<file path="src/logic/sync_route_pkg.sv">
`default_nettype none
package sync_route_pkg;

   // Register page and offsets
   localparam logic [2:0] PAGE_ZERO    = 3'h0;
   localparam logic [7:0] SELECT_ADDR  = 8'h18;
   localparam logic [7:0] DISABLE_ADDR = 8'h19;
   localparam logic [7:0] SELECT_RESET  = 8'h00;
   localparam logic [7:0] DISABLE_RESET = 8'h00;
   localparam logic [7:0] DISABLE_MASK  = 8'h3f;
   localparam logic [7:0] UNMAPPED_READ = 8'h00;

   // sync_route_select fields
   localparam int DECODER_FROM_LINK_ENABLE_BIT = 0;
   localparam int SLICER_SELECT_BIT            = 1;
   localparam int LINE_REGEN_PIN_INPUT_BIT     = 2;
   localparam int VSYNC_OUTPUT_ENABLE_BIT      = 3;
   localparam int SLICER_TO_VSYNC_PIN_BIT      = 4;
   localparam int FRONT_PORT_DECODER_BIT       = 5;
   localparam int FRONT_PORT_LINK_BIT          = 6;
   localparam int FRONT_PORT_REGEN_SELECT_BIT  = 7;

   // sync_route_disable fields
   localparam int DETECTOR_DECODER_BIT          = 0;
   localparam int DETECTOR_LINK_BIT             = 1;
   localparam int DETECTOR_REGEN_SELECT_BIT     = 2;
   localparam int SLICER_VBLANK_GATE_BIT        = 3;
   localparam int LOCKED_LOOP_LINE_POLARITY_BIT = 4;
   localparam int LOCKED_LOOP_FRAME_POLARITY_BIT = 5;

   // Timing
   localparam int CLK_MHZ         = 40;
   localparam int BROAD_PULSE_NS  = 10000;
   localparam int LINE_GAP_NS     = 20000;
   localparam int REGEN_WIDTH_NS  = 2000;
   localparam logic [11:0] BROAD_PULSE_CYC =
      12'((BROAD_PULSE_NS * CLK_MHZ + 999) / 1000);
   localparam logic [11:0] LINE_GAP_CYC =
      12'((LINE_GAP_NS * CLK_MHZ + 999) / 1000);
   localparam logic [11:0] REGEN_WIDTH_CYC =
      12'((REGEN_WIDTH_NS * CLK_MHZ + 999) / 1000);

   typedef struct packed {
      logic hsync_pin;
      logic vsync_pin;
      logic slicer;
      logic link_line_pulse;
      logic link_frame_pulse;
      logic link_data_enable;
   } sync_src_t;

   typedef struct packed {
      logic line;
      logic frame;
   } sync_pair_t;

   typedef enum logic {
      DEC_LINES = 1'b0,
      DEC_FRAME = 1'b1
   } dec_state_t;

endpackage
`default_nettype wire

</file>
<file path="src/logic/sync_pulse_routing.sv">
// What this block does
// - Decoder takes link data enable, else slicer if selected, else hsync pin.
// - With vblank gate set, slicer is switched off during decoded vsync.
// - Composite decoder splits its input into line and frame pulses.
// - Regenerator gives regular line pulses; input decoder line or hsync pin.
// - Locked loop syncs come from pins, or decoder when front port decoder select set.
// - Detector syncs: decoder or regenerated by selects, else link, else pins.
// - Front port syncs use the same priority with its own three selects.
// - Link line and frame syncs are selectable sources for detector and front port.
// - Vsync pin is input when output enable is 0, output when 1.
// - Vsync pin drives slicer, else link vsync, else decoder vsync.
// - All selections live in two page zero registers at 18h and 19h.
`timescale 1ns/10ps
`default_nettype none
module sync_pulse_routing (
   input  wire logic                   i_clk_sys,  // System clock, 40 MHz
   input  wire logic                   i_nrst,     // Async reset, low
   input  wire sync_route_pkg::sync_src_t i_src,   // Sync sources
   input  wire logic                   i_slicer_enable, // Green slicer on
   input  wire logic [2:0]             i_reg_page,  // Register page
   input  wire logic [7:0]             i_reg_addr,  // Register offset
   input  wire logic [7:0]             i_reg_wdata, // Write data
   input  wire logic                   i_reg_wr,    // Write strobe
   input  wire logic                   i_reg_rd,    // Read strobe
   output logic [7:0]                  o_reg_rdata, // Read data
   output logic                        o_slicer_enable, // Slicer gate
   output logic                        o_decoder_line_pulse,  // Decoder hs
   output logic                        o_decoder_frame_pulse, // Decoder vs
   output logic                        o_regenerated_line_pulse, // Regen hs
   output sync_route_pkg::sync_pair_t  o_locked_loop_input, // To line PLL
   output sync_route_pkg::sync_pair_t  o_detector_input,    // To detector
   output sync_route_pkg::sync_pair_t  o_front_port_input,  // To front port
   output logic                        o_vsync_out, // Vsync pin drive
   output logic                        o_vsync_oe,  // Vsync pin enable
   output logic                        o_locked_loop_line_polarity,  // Hs pol
   output logic                        o_locked_loop_frame_polarity  // Vs pol
);

   typedef struct packed {
      logic [7:0]                 select_reg;
      logic [7:0]                 disable_reg;
      logic [7:0]                 rdata;
      logic                       slicer_on;
      sync_route_pkg::dec_state_t dec_state;
      logic [11:0]                pulse_cnt;
      logic [11:0]                gap_cnt;
      logic                       dec_line;
      logic                       rg_prev;
      logic                       rg_seen;
      logic                       rg_lock;
      logic [11:0]                rg_cnt;
      logic [11:0]                rg_period;
      logic [11:0]                rg_width;
      sync_route_pkg::sync_pair_t pll;
      sync_route_pkg::sync_pair_t det;
      sync_route_pkg::sync_pair_t front;
      logic                       vs_oe;
      logic                       vs_out;
   } state_t;

   state_t state_reg;
   state_t state_next;

   function automatic logic [11:0] sat_inc(input logic [11:0] v);
      sat_inc = (v == 12'hfff) ? v : v + 12'h001;
   endfunction

   // Sampled line spacing may wander by one clock
   function automatic logic spans_agree(input logic [11:0] a,
                                        input logic [11:0] b);
      spans_agree = (a == b) || (a == b + 12'h001) || (b == a + 12'h001);
   endfunction

   // Shared consumer priority: composite path first, then link over pins
   function automatic sync_route_pkg::sync_pair_t pick(
      input logic                       cs_sel,
      input logic                       link_sel,
      input logic                       regen_sel,
      input sync_route_pkg::sync_src_t  src,
      input sync_route_pkg::sync_pair_t dec,
      input logic                       regen);
      sync_route_pkg::sync_pair_t p;
      p.line  = src.hsync_pin;
      p.frame = src.vsync_pin;
      if (cs_sel) begin
         if (regen_sel) begin
            p.line  = regen;
            p.frame = dec.frame;
         end else begin
            p = dec;
         end
      end else if (link_sel) begin
         p.line  = src.link_line_pulse;
         p.frame = src.link_frame_pulse;
      end
      pick = p;
   endfunction

   logic                       link_sel;
   logic                       composite;
   logic                       rg_in;
   logic                       rg_rise;
   logic                       rg_accept;
   logic [11:0]                rg_span;
   logic                       rg_match;
   logic                       page_hit;
   sync_route_pkg::sync_pair_t dec_pair;

   always_comb begin
      state_next = state_reg;
      link_sel = state_reg.select_reg[
         sync_route_pkg::DECODER_FROM_LINK_ENABLE_BIT];
      page_hit = (i_reg_page == sync_route_pkg::PAGE_ZERO);

      // Register writes and reads
      if (i_reg_wr && page_hit) begin
         if (i_reg_addr == sync_route_pkg::SELECT_ADDR) begin
            state_next.select_reg = i_reg_wdata;
         end else if (i_reg_addr == sync_route_pkg::DISABLE_ADDR) begin
            state_next.disable_reg =
               i_reg_wdata & sync_route_pkg::DISABLE_MASK;
         end
      end
      if (i_reg_rd) begin
         if (page_hit && i_reg_addr == sync_route_pkg::SELECT_ADDR) begin
            state_next.rdata = state_reg.select_reg;
         end else if (page_hit &&
                      i_reg_addr == sync_route_pkg::DISABLE_ADDR) begin
            state_next.rdata = state_reg.disable_reg;
         end else begin
            state_next.rdata = sync_route_pkg::UNMAPPED_READ;
         end
      end

      // Decoder input
      if (link_sel) begin
         composite = i_src.link_data_enable;
      end else if (state_reg.select_reg[
                      sync_route_pkg::SLICER_SELECT_BIT]) begin
         composite = i_src.slicer;
      end else begin
         composite = i_src.hsync_pin;
      end

      // Slicer held off through the decoded frame pulse
      state_next.slicer_on = i_slicer_enable &
         ~(state_reg.disable_reg[sync_route_pkg::SLICER_VBLANK_GATE_BIT] &
           (state_reg.dec_state == sync_route_pkg::DEC_FRAME));

      // Broad pulses mark the frame; a long quiet gap ends it
      if (composite) begin
         state_next.pulse_cnt = sat_inc(state_reg.pulse_cnt);
         state_next.gap_cnt   = 12'h000;
      end else begin
         state_next.gap_cnt   = sat_inc(state_reg.gap_cnt);
         state_next.pulse_cnt = 12'h000;
      end
      case (state_reg.dec_state)
         sync_route_pkg::DEC_LINES: begin
            if (composite && state_reg.pulse_cnt >=
                sync_route_pkg::BROAD_PULSE_CYC - 12'h001) begin
               state_next.dec_state = sync_route_pkg::DEC_FRAME;
            end
         end
         sync_route_pkg::DEC_FRAME: begin
            if (!composite && state_reg.gap_cnt >=
                sync_route_pkg::LINE_GAP_CYC - 12'h001) begin
               state_next.dec_state = sync_route_pkg::DEC_LINES;
            end
         end
         default: begin
            state_next.dec_state = sync_route_pkg::DEC_LINES;
         end
      endcase
      // Line pulses are suppressed in the frame; the regenerator fills in
      state_next.dec_line = composite &
         (state_reg.dec_state == sync_route_pkg::DEC_LINES);
      dec_pair.line  = state_reg.dec_line;
      dec_pair.frame = (state_reg.dec_state == sync_route_pkg::DEC_FRAME);

      // Flywheel regenerator; early edges such as equalizing pulses
      // inside the first three quarters of a line are ignored
      rg_in = state_reg.select_reg[
         sync_route_pkg::LINE_REGEN_PIN_INPUT_BIT] ?
         i_src.hsync_pin : state_reg.dec_line;
      rg_rise = rg_in & ~state_reg.rg_prev;
      rg_accept = rg_rise && (state_reg.rg_cnt >=
         state_reg.rg_period - {2'b00, state_reg.rg_period[11:2]});
      rg_span = sat_inc(state_reg.rg_cnt);
      // Lock on two agreeing spacings wide enough that pulses never merge;
      // a frame gap or a burst of closely spaced edges is not learned
      rg_match = state_reg.rg_seen &&
         spans_agree(rg_span, state_reg.rg_period) &&
         ({1'b0, rg_span[11:1]} > sync_route_pkg::REGEN_WIDTH_CYC);
      state_next.rg_prev = rg_in;
      state_next.rg_cnt  = sat_inc(state_reg.rg_cnt);
      if (state_reg.rg_width != 12'h000) begin
         state_next.rg_width = state_reg.rg_width - 12'h001;
      end
      if (!state_reg.rg_lock) begin
         if (rg_rise) begin
            state_next.rg_cnt    = 12'h000;
            state_next.rg_seen   = 1'b1;
            state_next.rg_period = state_reg.rg_seen ? rg_span : 12'h000;
            if (rg_match) begin
               state_next.rg_lock  = 1'b1;
               state_next.rg_width = sync_route_pkg::REGEN_WIDTH_CYC;
            end
         end
      end else if (rg_accept) begin
         state_next.rg_period = sat_inc(state_reg.rg_cnt);
         state_next.rg_cnt    = 12'h000;
         state_next.rg_width  = sync_route_pkg::REGEN_WIDTH_CYC;
      end else if (state_reg.rg_cnt >=
                   state_reg.rg_period - 12'h001) begin
         state_next.rg_cnt   = 12'h000;
         state_next.rg_width = sync_route_pkg::REGEN_WIDTH_CYC;
      end

      // Consumer routing, registered
      if (state_reg.select_reg[sync_route_pkg::FRONT_PORT_DECODER_BIT])
      begin
         state_next.pll = dec_pair;
      end else begin
         state_next.pll.line  = i_src.hsync_pin;
         state_next.pll.frame = i_src.vsync_pin;
      end
      state_next.det = pick(
         state_reg.disable_reg[sync_route_pkg::DETECTOR_DECODER_BIT],
         state_reg.disable_reg[sync_route_pkg::DETECTOR_LINK_BIT],
         state_reg.disable_reg[sync_route_pkg::DETECTOR_REGEN_SELECT_BIT],
         i_src, dec_pair, state_reg.rg_width != 12'h000);
      state_next.front = pick(
         state_reg.select_reg[sync_route_pkg::FRONT_PORT_DECODER_BIT],
         state_reg.select_reg[sync_route_pkg::FRONT_PORT_LINK_BIT],
         state_reg.select_reg[sync_route_pkg::FRONT_PORT_REGEN_SELECT_BIT],
         i_src, dec_pair, state_reg.rg_width != 12'h000);

      // Vsync pin direction and source
      state_next.vs_oe = state_reg.select_reg[
         sync_route_pkg::VSYNC_OUTPUT_ENABLE_BIT];
      if (state_reg.select_reg[sync_route_pkg::SLICER_TO_VSYNC_PIN_BIT])
      begin
         state_next.vs_out = i_src.slicer;
      end else if (link_sel) begin
         state_next.vs_out = i_src.link_frame_pulse;
      end else begin
         state_next.vs_out = dec_pair.frame;
      end
   end

   always_ff @(posedge i_clk_sys or negedge i_nrst) begin
      if (!i_nrst) begin
         state_reg             <= '0;
         state_reg.select_reg  <= sync_route_pkg::SELECT_RESET;
         state_reg.disable_reg <= sync_route_pkg::DISABLE_RESET;
         state_reg.dec_state   <= sync_route_pkg::DEC_LINES;
      end else begin
         state_reg <= state_next;
      end
   end

   assign o_reg_rdata              = state_reg.rdata;
   assign o_slicer_enable          = state_reg.slicer_on;
   assign o_decoder_line_pulse     = state_reg.dec_line;
   assign o_decoder_frame_pulse    =
      (state_reg.dec_state == sync_route_pkg::DEC_FRAME);
   assign o_regenerated_line_pulse = (state_reg.rg_width != 12'h000);
   assign o_locked_loop_input      = state_reg.pll;
   assign o_detector_input         = state_reg.det;
   assign o_front_port_input       = state_reg.front;
   assign o_vsync_out              = state_reg.vs_out;
   assign o_vsync_oe               = state_reg.vs_oe;
   // Polarity only passes through; software matches it to the source
   assign o_locked_loop_line_polarity  = state_reg.disable_reg[
      sync_route_pkg::LOCKED_LOOP_LINE_POLARITY_BIT];
   assign o_locked_loop_frame_polarity = state_reg.disable_reg[
      sync_route_pkg::LOCKED_LOOP_FRAME_POLARITY_BIT];

endmodule
`default_nettype wire

</file>
<file path="config.mk">
export PLATFORM = sky130hd
export DESIGN_NAME = sync_pulse_routing
export DESIGN_NICKNAME = d
export VERILOG_FILES = /design/src/logic/sync_route_pkg.sv /design/src/logic/sync_pulse_routing.sv
export SDC_FILE = /design/constraint.sdc
export NUM_CORES = 1
export LEC_CHECK = 0
export ABC_AREA = 1
export BUFFER_PORTS_ARGS = -buffer_cell sky130_fd_sc_hd__buf_2
export CAP_MARGIN = 20
export CORE_MARGIN = 5
export CORE_UTILIZATION = 50
export DETAILED_ROUTE_END_ITERATION = 8
export HOLD_SLACK_MARGIN = 0.05
export PLACE_DENSITY = 0.71
export SYNTH_ARGS = -nofsm -noshare
export SYNTH_HDL_FRONTEND = slang
export SYNTH_SLANG_ARGS = --single-unit
</file>
<file path="constraint.sdc">
create_clock -name i_clk_sys -period 3.2 [get_ports i_clk_sys]
set_input_delay 0.48 -clock i_clk_sys [delete_from_list [all_inputs] [get_ports i_clk_sys]]
set_output_delay 0.48 -clock i_clk_sys [all_outputs]
set_load 0.03 [all_outputs]
</file>
==> flow_summary.ini <==
[critical_path]
r2r.worst_path.cells = 28
critPathMaxFanout = 4
crit_path_max_incr_delay_ns = 0.39
reg2reg_from = state_reg[20]
reg2reg_to = state_reg[18]
critPathCaptureType = register
r2r_slack_ns = -0.27
required_ns = 3.50
cpMaxStageDelayCell = dfrtp_1
crit_type = reg -> reg
path_common_cell = nand2_1
arrival_ns = 3.77
startpoint_type = register

[routing]
wirelength_mm = 16.63
route.met3.wl_um = 773
drt_drc_violations_left = 0
via_per_inst = 5.128
drtPass1Iterations = 5
met2_length_mm = 7.735
drtIter0Drc = 329
wl_met1_mm = 7.775
drtAntennaViolNets = 0
routed.top_layer = met4
wl_per_cell_um = 13.62
num_vias = 6261

[floorplan]
die_w_um = 127.6
rows = 43
dieArea_sq_um = 16270
dieHeight_um = 127.6
coreArea_sq_um = 13720
initial_core_util = 0.5037
pin_count = 52

[flow_run]
drv_cap = 0

[timing]
setup_viol = 36
setup_slack_ns = -0.2705
final-hold-violation-count = 0
fmax_mhz = 288.1
finClkSkew_ns = 0.01013
timing.final.crit_share = 1.085
holdWs_ns = 0.1764
fin_setup_tns_ns = -8.235
period_minus_slack_ns = 3.471
rsz0062_at_grt = yes
relSlewSlack = 0.5168
worst_pin_slew_ns = 0.7249
drv_slew = 0

[cts]
numCtsBuffers = 9
cts_buffer_depth = 2
cts_tree = built
clock_latency_ns = 0.35
cts_htree_levels = 3
cts_num_sinks = 96
root_buffer = clkbuf_16
path_clk_slew_ns = 0.07

[yosys]
syn-num-nets = 1029
synth_seq_area_share = 0.3476
netlist_area_sq_um = 6910
synth_cells = 957
synth_cell_types = 46
syn_avg_cell_area_sq_um = 7.221
ys_seq_elements = 96
yosys_warnings = 0

[layout]
nNetsFinal = 1108
area_growth_pct = 16.26
drive_gt1_frac = 0.1729
fillers = 1283
diodes = 0
layoutNonFillerInstCount = 1221
largest_reg_flops = 73

[global_routing]
grt_max_degree = 56
first_global_vias = 5907
antenna_found_initial = 0
grt_pass1_wl_mm = 28.00
track_usage = 0.2107
gr-total-overflow = 0

[power_and_ir_drop]
powerDensity_nw_per_um2 = 482.9
ir_drop_v = 0.0003378
power_w = 0.003880
leakagePower_nw = 3.994

[placed_design]
hpwlAfterDp_mm = 12.67
numPlacedInstances = 1196
port_buffers = 51
gp_congestion = 0.8872
preCtsSetupSlack_ns = -0.2989

[status]
status = finished, violations left
violations = negative setup slack

[min_path]
holdCritPathClass = in -> async
cell usage in the layout (no fill, tap or decap), types with 3 or more instances in the layout:
cell type	instances
nand2_1	225
inv_1	119
dfrtp_1	96
nor2_1	78
nand3_1	73
o21ai_0	55
buf_2	50
buf_4	49
a21oi_1	41
ha_1	40
xor2_1	36
nand4_1	20
nor3_1	20
xnor2_1	17
nor2_2	14
clkbuf_16	9
inv_2	8
a211oi_1	7
nand3_2	6
nand2_2	6
nor2_4	6
a31oi_1	6
nor4_1	6
a21oi_2	5
nand2_4	4
o211ai_1	3
layer usage:
layer | global-route usage | vias up
met2 | 0.3394 | 123
met4 | 0.06814 | 0
li1 | - | 3257
met1 | 0.2916 | 2859
met3 | 0.03303 | 22
met5 | 0 | -
cell families (layout without fill, tap and decap cells):
kind of cell / count (synthesis) / after routing / share of synthesized area
AND/OR/NAND/NOR: 470 / 470 / 0.3024
buffers and inverters: 164 / 248 / 0.09940
AO/OA/AOI/OAI: 130 / 130 / 0.1030
flip-flops: 96 / 96 / 0.3476
XOR/XNOR: 53 / 53 / 0.06717
adder cells (fa/ha/maj): 42 / 42 / 0.07713
multiplexers: 2 / 2 / 0.003259
timing repair:
item / 4_1_cts / 5_1_grt
gates resized for setup: 12 / 29
pin swaps: 0 / 14
buffers inserted: 5 / 3
endpoints found under the hold margin: 0 / 0
hold buffers: 0 / 0
setup endpoints to repair: 36 / 36
cloned: 1 / 0
metrics by stage:
step	util	area (sq um)
floorplan	-	6948
global placement	0.5490	7532
detailed placement	0.5490	7532
CTS	0.5759	7901
global route	0.5856	8034
finish	0.5856	8034
worst max-delay path, delay by kind of cell, from the launching register on:
kind	cells	cell delay [ns]
AOI/OAI and AO/OA	4	0.52
and+or+nand+nor	17	1.43
DFF	1	0.39
adders and majority gates	3	0.75
buffers and inverters	3	0.17
xor gates and xnor gates	1	0.16
report_power, final:
| group | total (W) | switching (W) | leakage, nW | internal, W |
|---|---|---|---|---|
| sequential | 0.00147 | 0.000138 | 1.22 | 0.00133 |
| combinational | 0.00136 | 0.000822 | 2.64 | 0.000539 |
| clock | 0.00105 | 0.000494 | 0.134 | 0.000556 |
| total | 0.00388 | 0.00145 | 3.99 | 0.00243 |
synth_stat cells (all sizes together):
cell    instances  area share
a211oi          7      0.0076
clkbuf         14      0.0076
o211a           1      0.0014
mux2            2      0.0033
nand3b          1      0.0011
ha             41       0.074
nand4          20       0.018
nand2         237        0.13
or4             1      0.0011
or2             2      0.0018
nor2           98       0.058
fa              1      0.0029
nor3           21       0.015
inv           127       0.069
or3             1     0.00091
a31oi           7      0.0063
a221oi          1      0.0013
xnor2          17       0.022
o21a            1      0.0011
nor4            6      0.0054
o21bai          1      0.0011
a21oi          46       0.033
buf            19       0.021
o21ai          58       0.042
a21boi          1      0.0011
clkinv          4      0.0022
o31ai           1      0.0011
xor2           36       0.046
dfrtp          96        0.35
nand3          81       0.066
o211ai          3      0.0033
and2            1     0.00091
a41oi           1      0.0013
o221ai          1      0.0013
and3            1     0.00091
o22ai           1     0.00091
worst max path at each step:
stage	start	end	slack (ns)	cells past startpoint
3_5_place_dp	state_reg[20]	state_reg[12]	-0.30	27
6_report	state_reg[20]	state_reg[18]	-0.27	28
4_1_cts	state_reg[20]	state_reg[18]	-0.24	28
3_3_place_gp	state_reg[20]	state_reg[12]	-0.21	27
5_1_grt	state_reg[20]	state_reg[18]	-0.62	28
2_1_floorplan	state_reg[20]	state_reg[28]	-0.02	26
layout make-up:
class                   instances  area [sq um]  area share
inverters                     131         500.5     0.06230
well taps                     180         225.2     0.02803
clock inverters                 5         40.04    0.004984
clock buffers                  11         242.7     0.03021
multi-input cells             697          3979      0.4953
flip-flops and latches         96          2402      0.2990
repair inverters                1         6.256   0.0007787
repair buffers                100         638.1     0.07943
No activity file was read; power rests on OpenSTA's default activity.
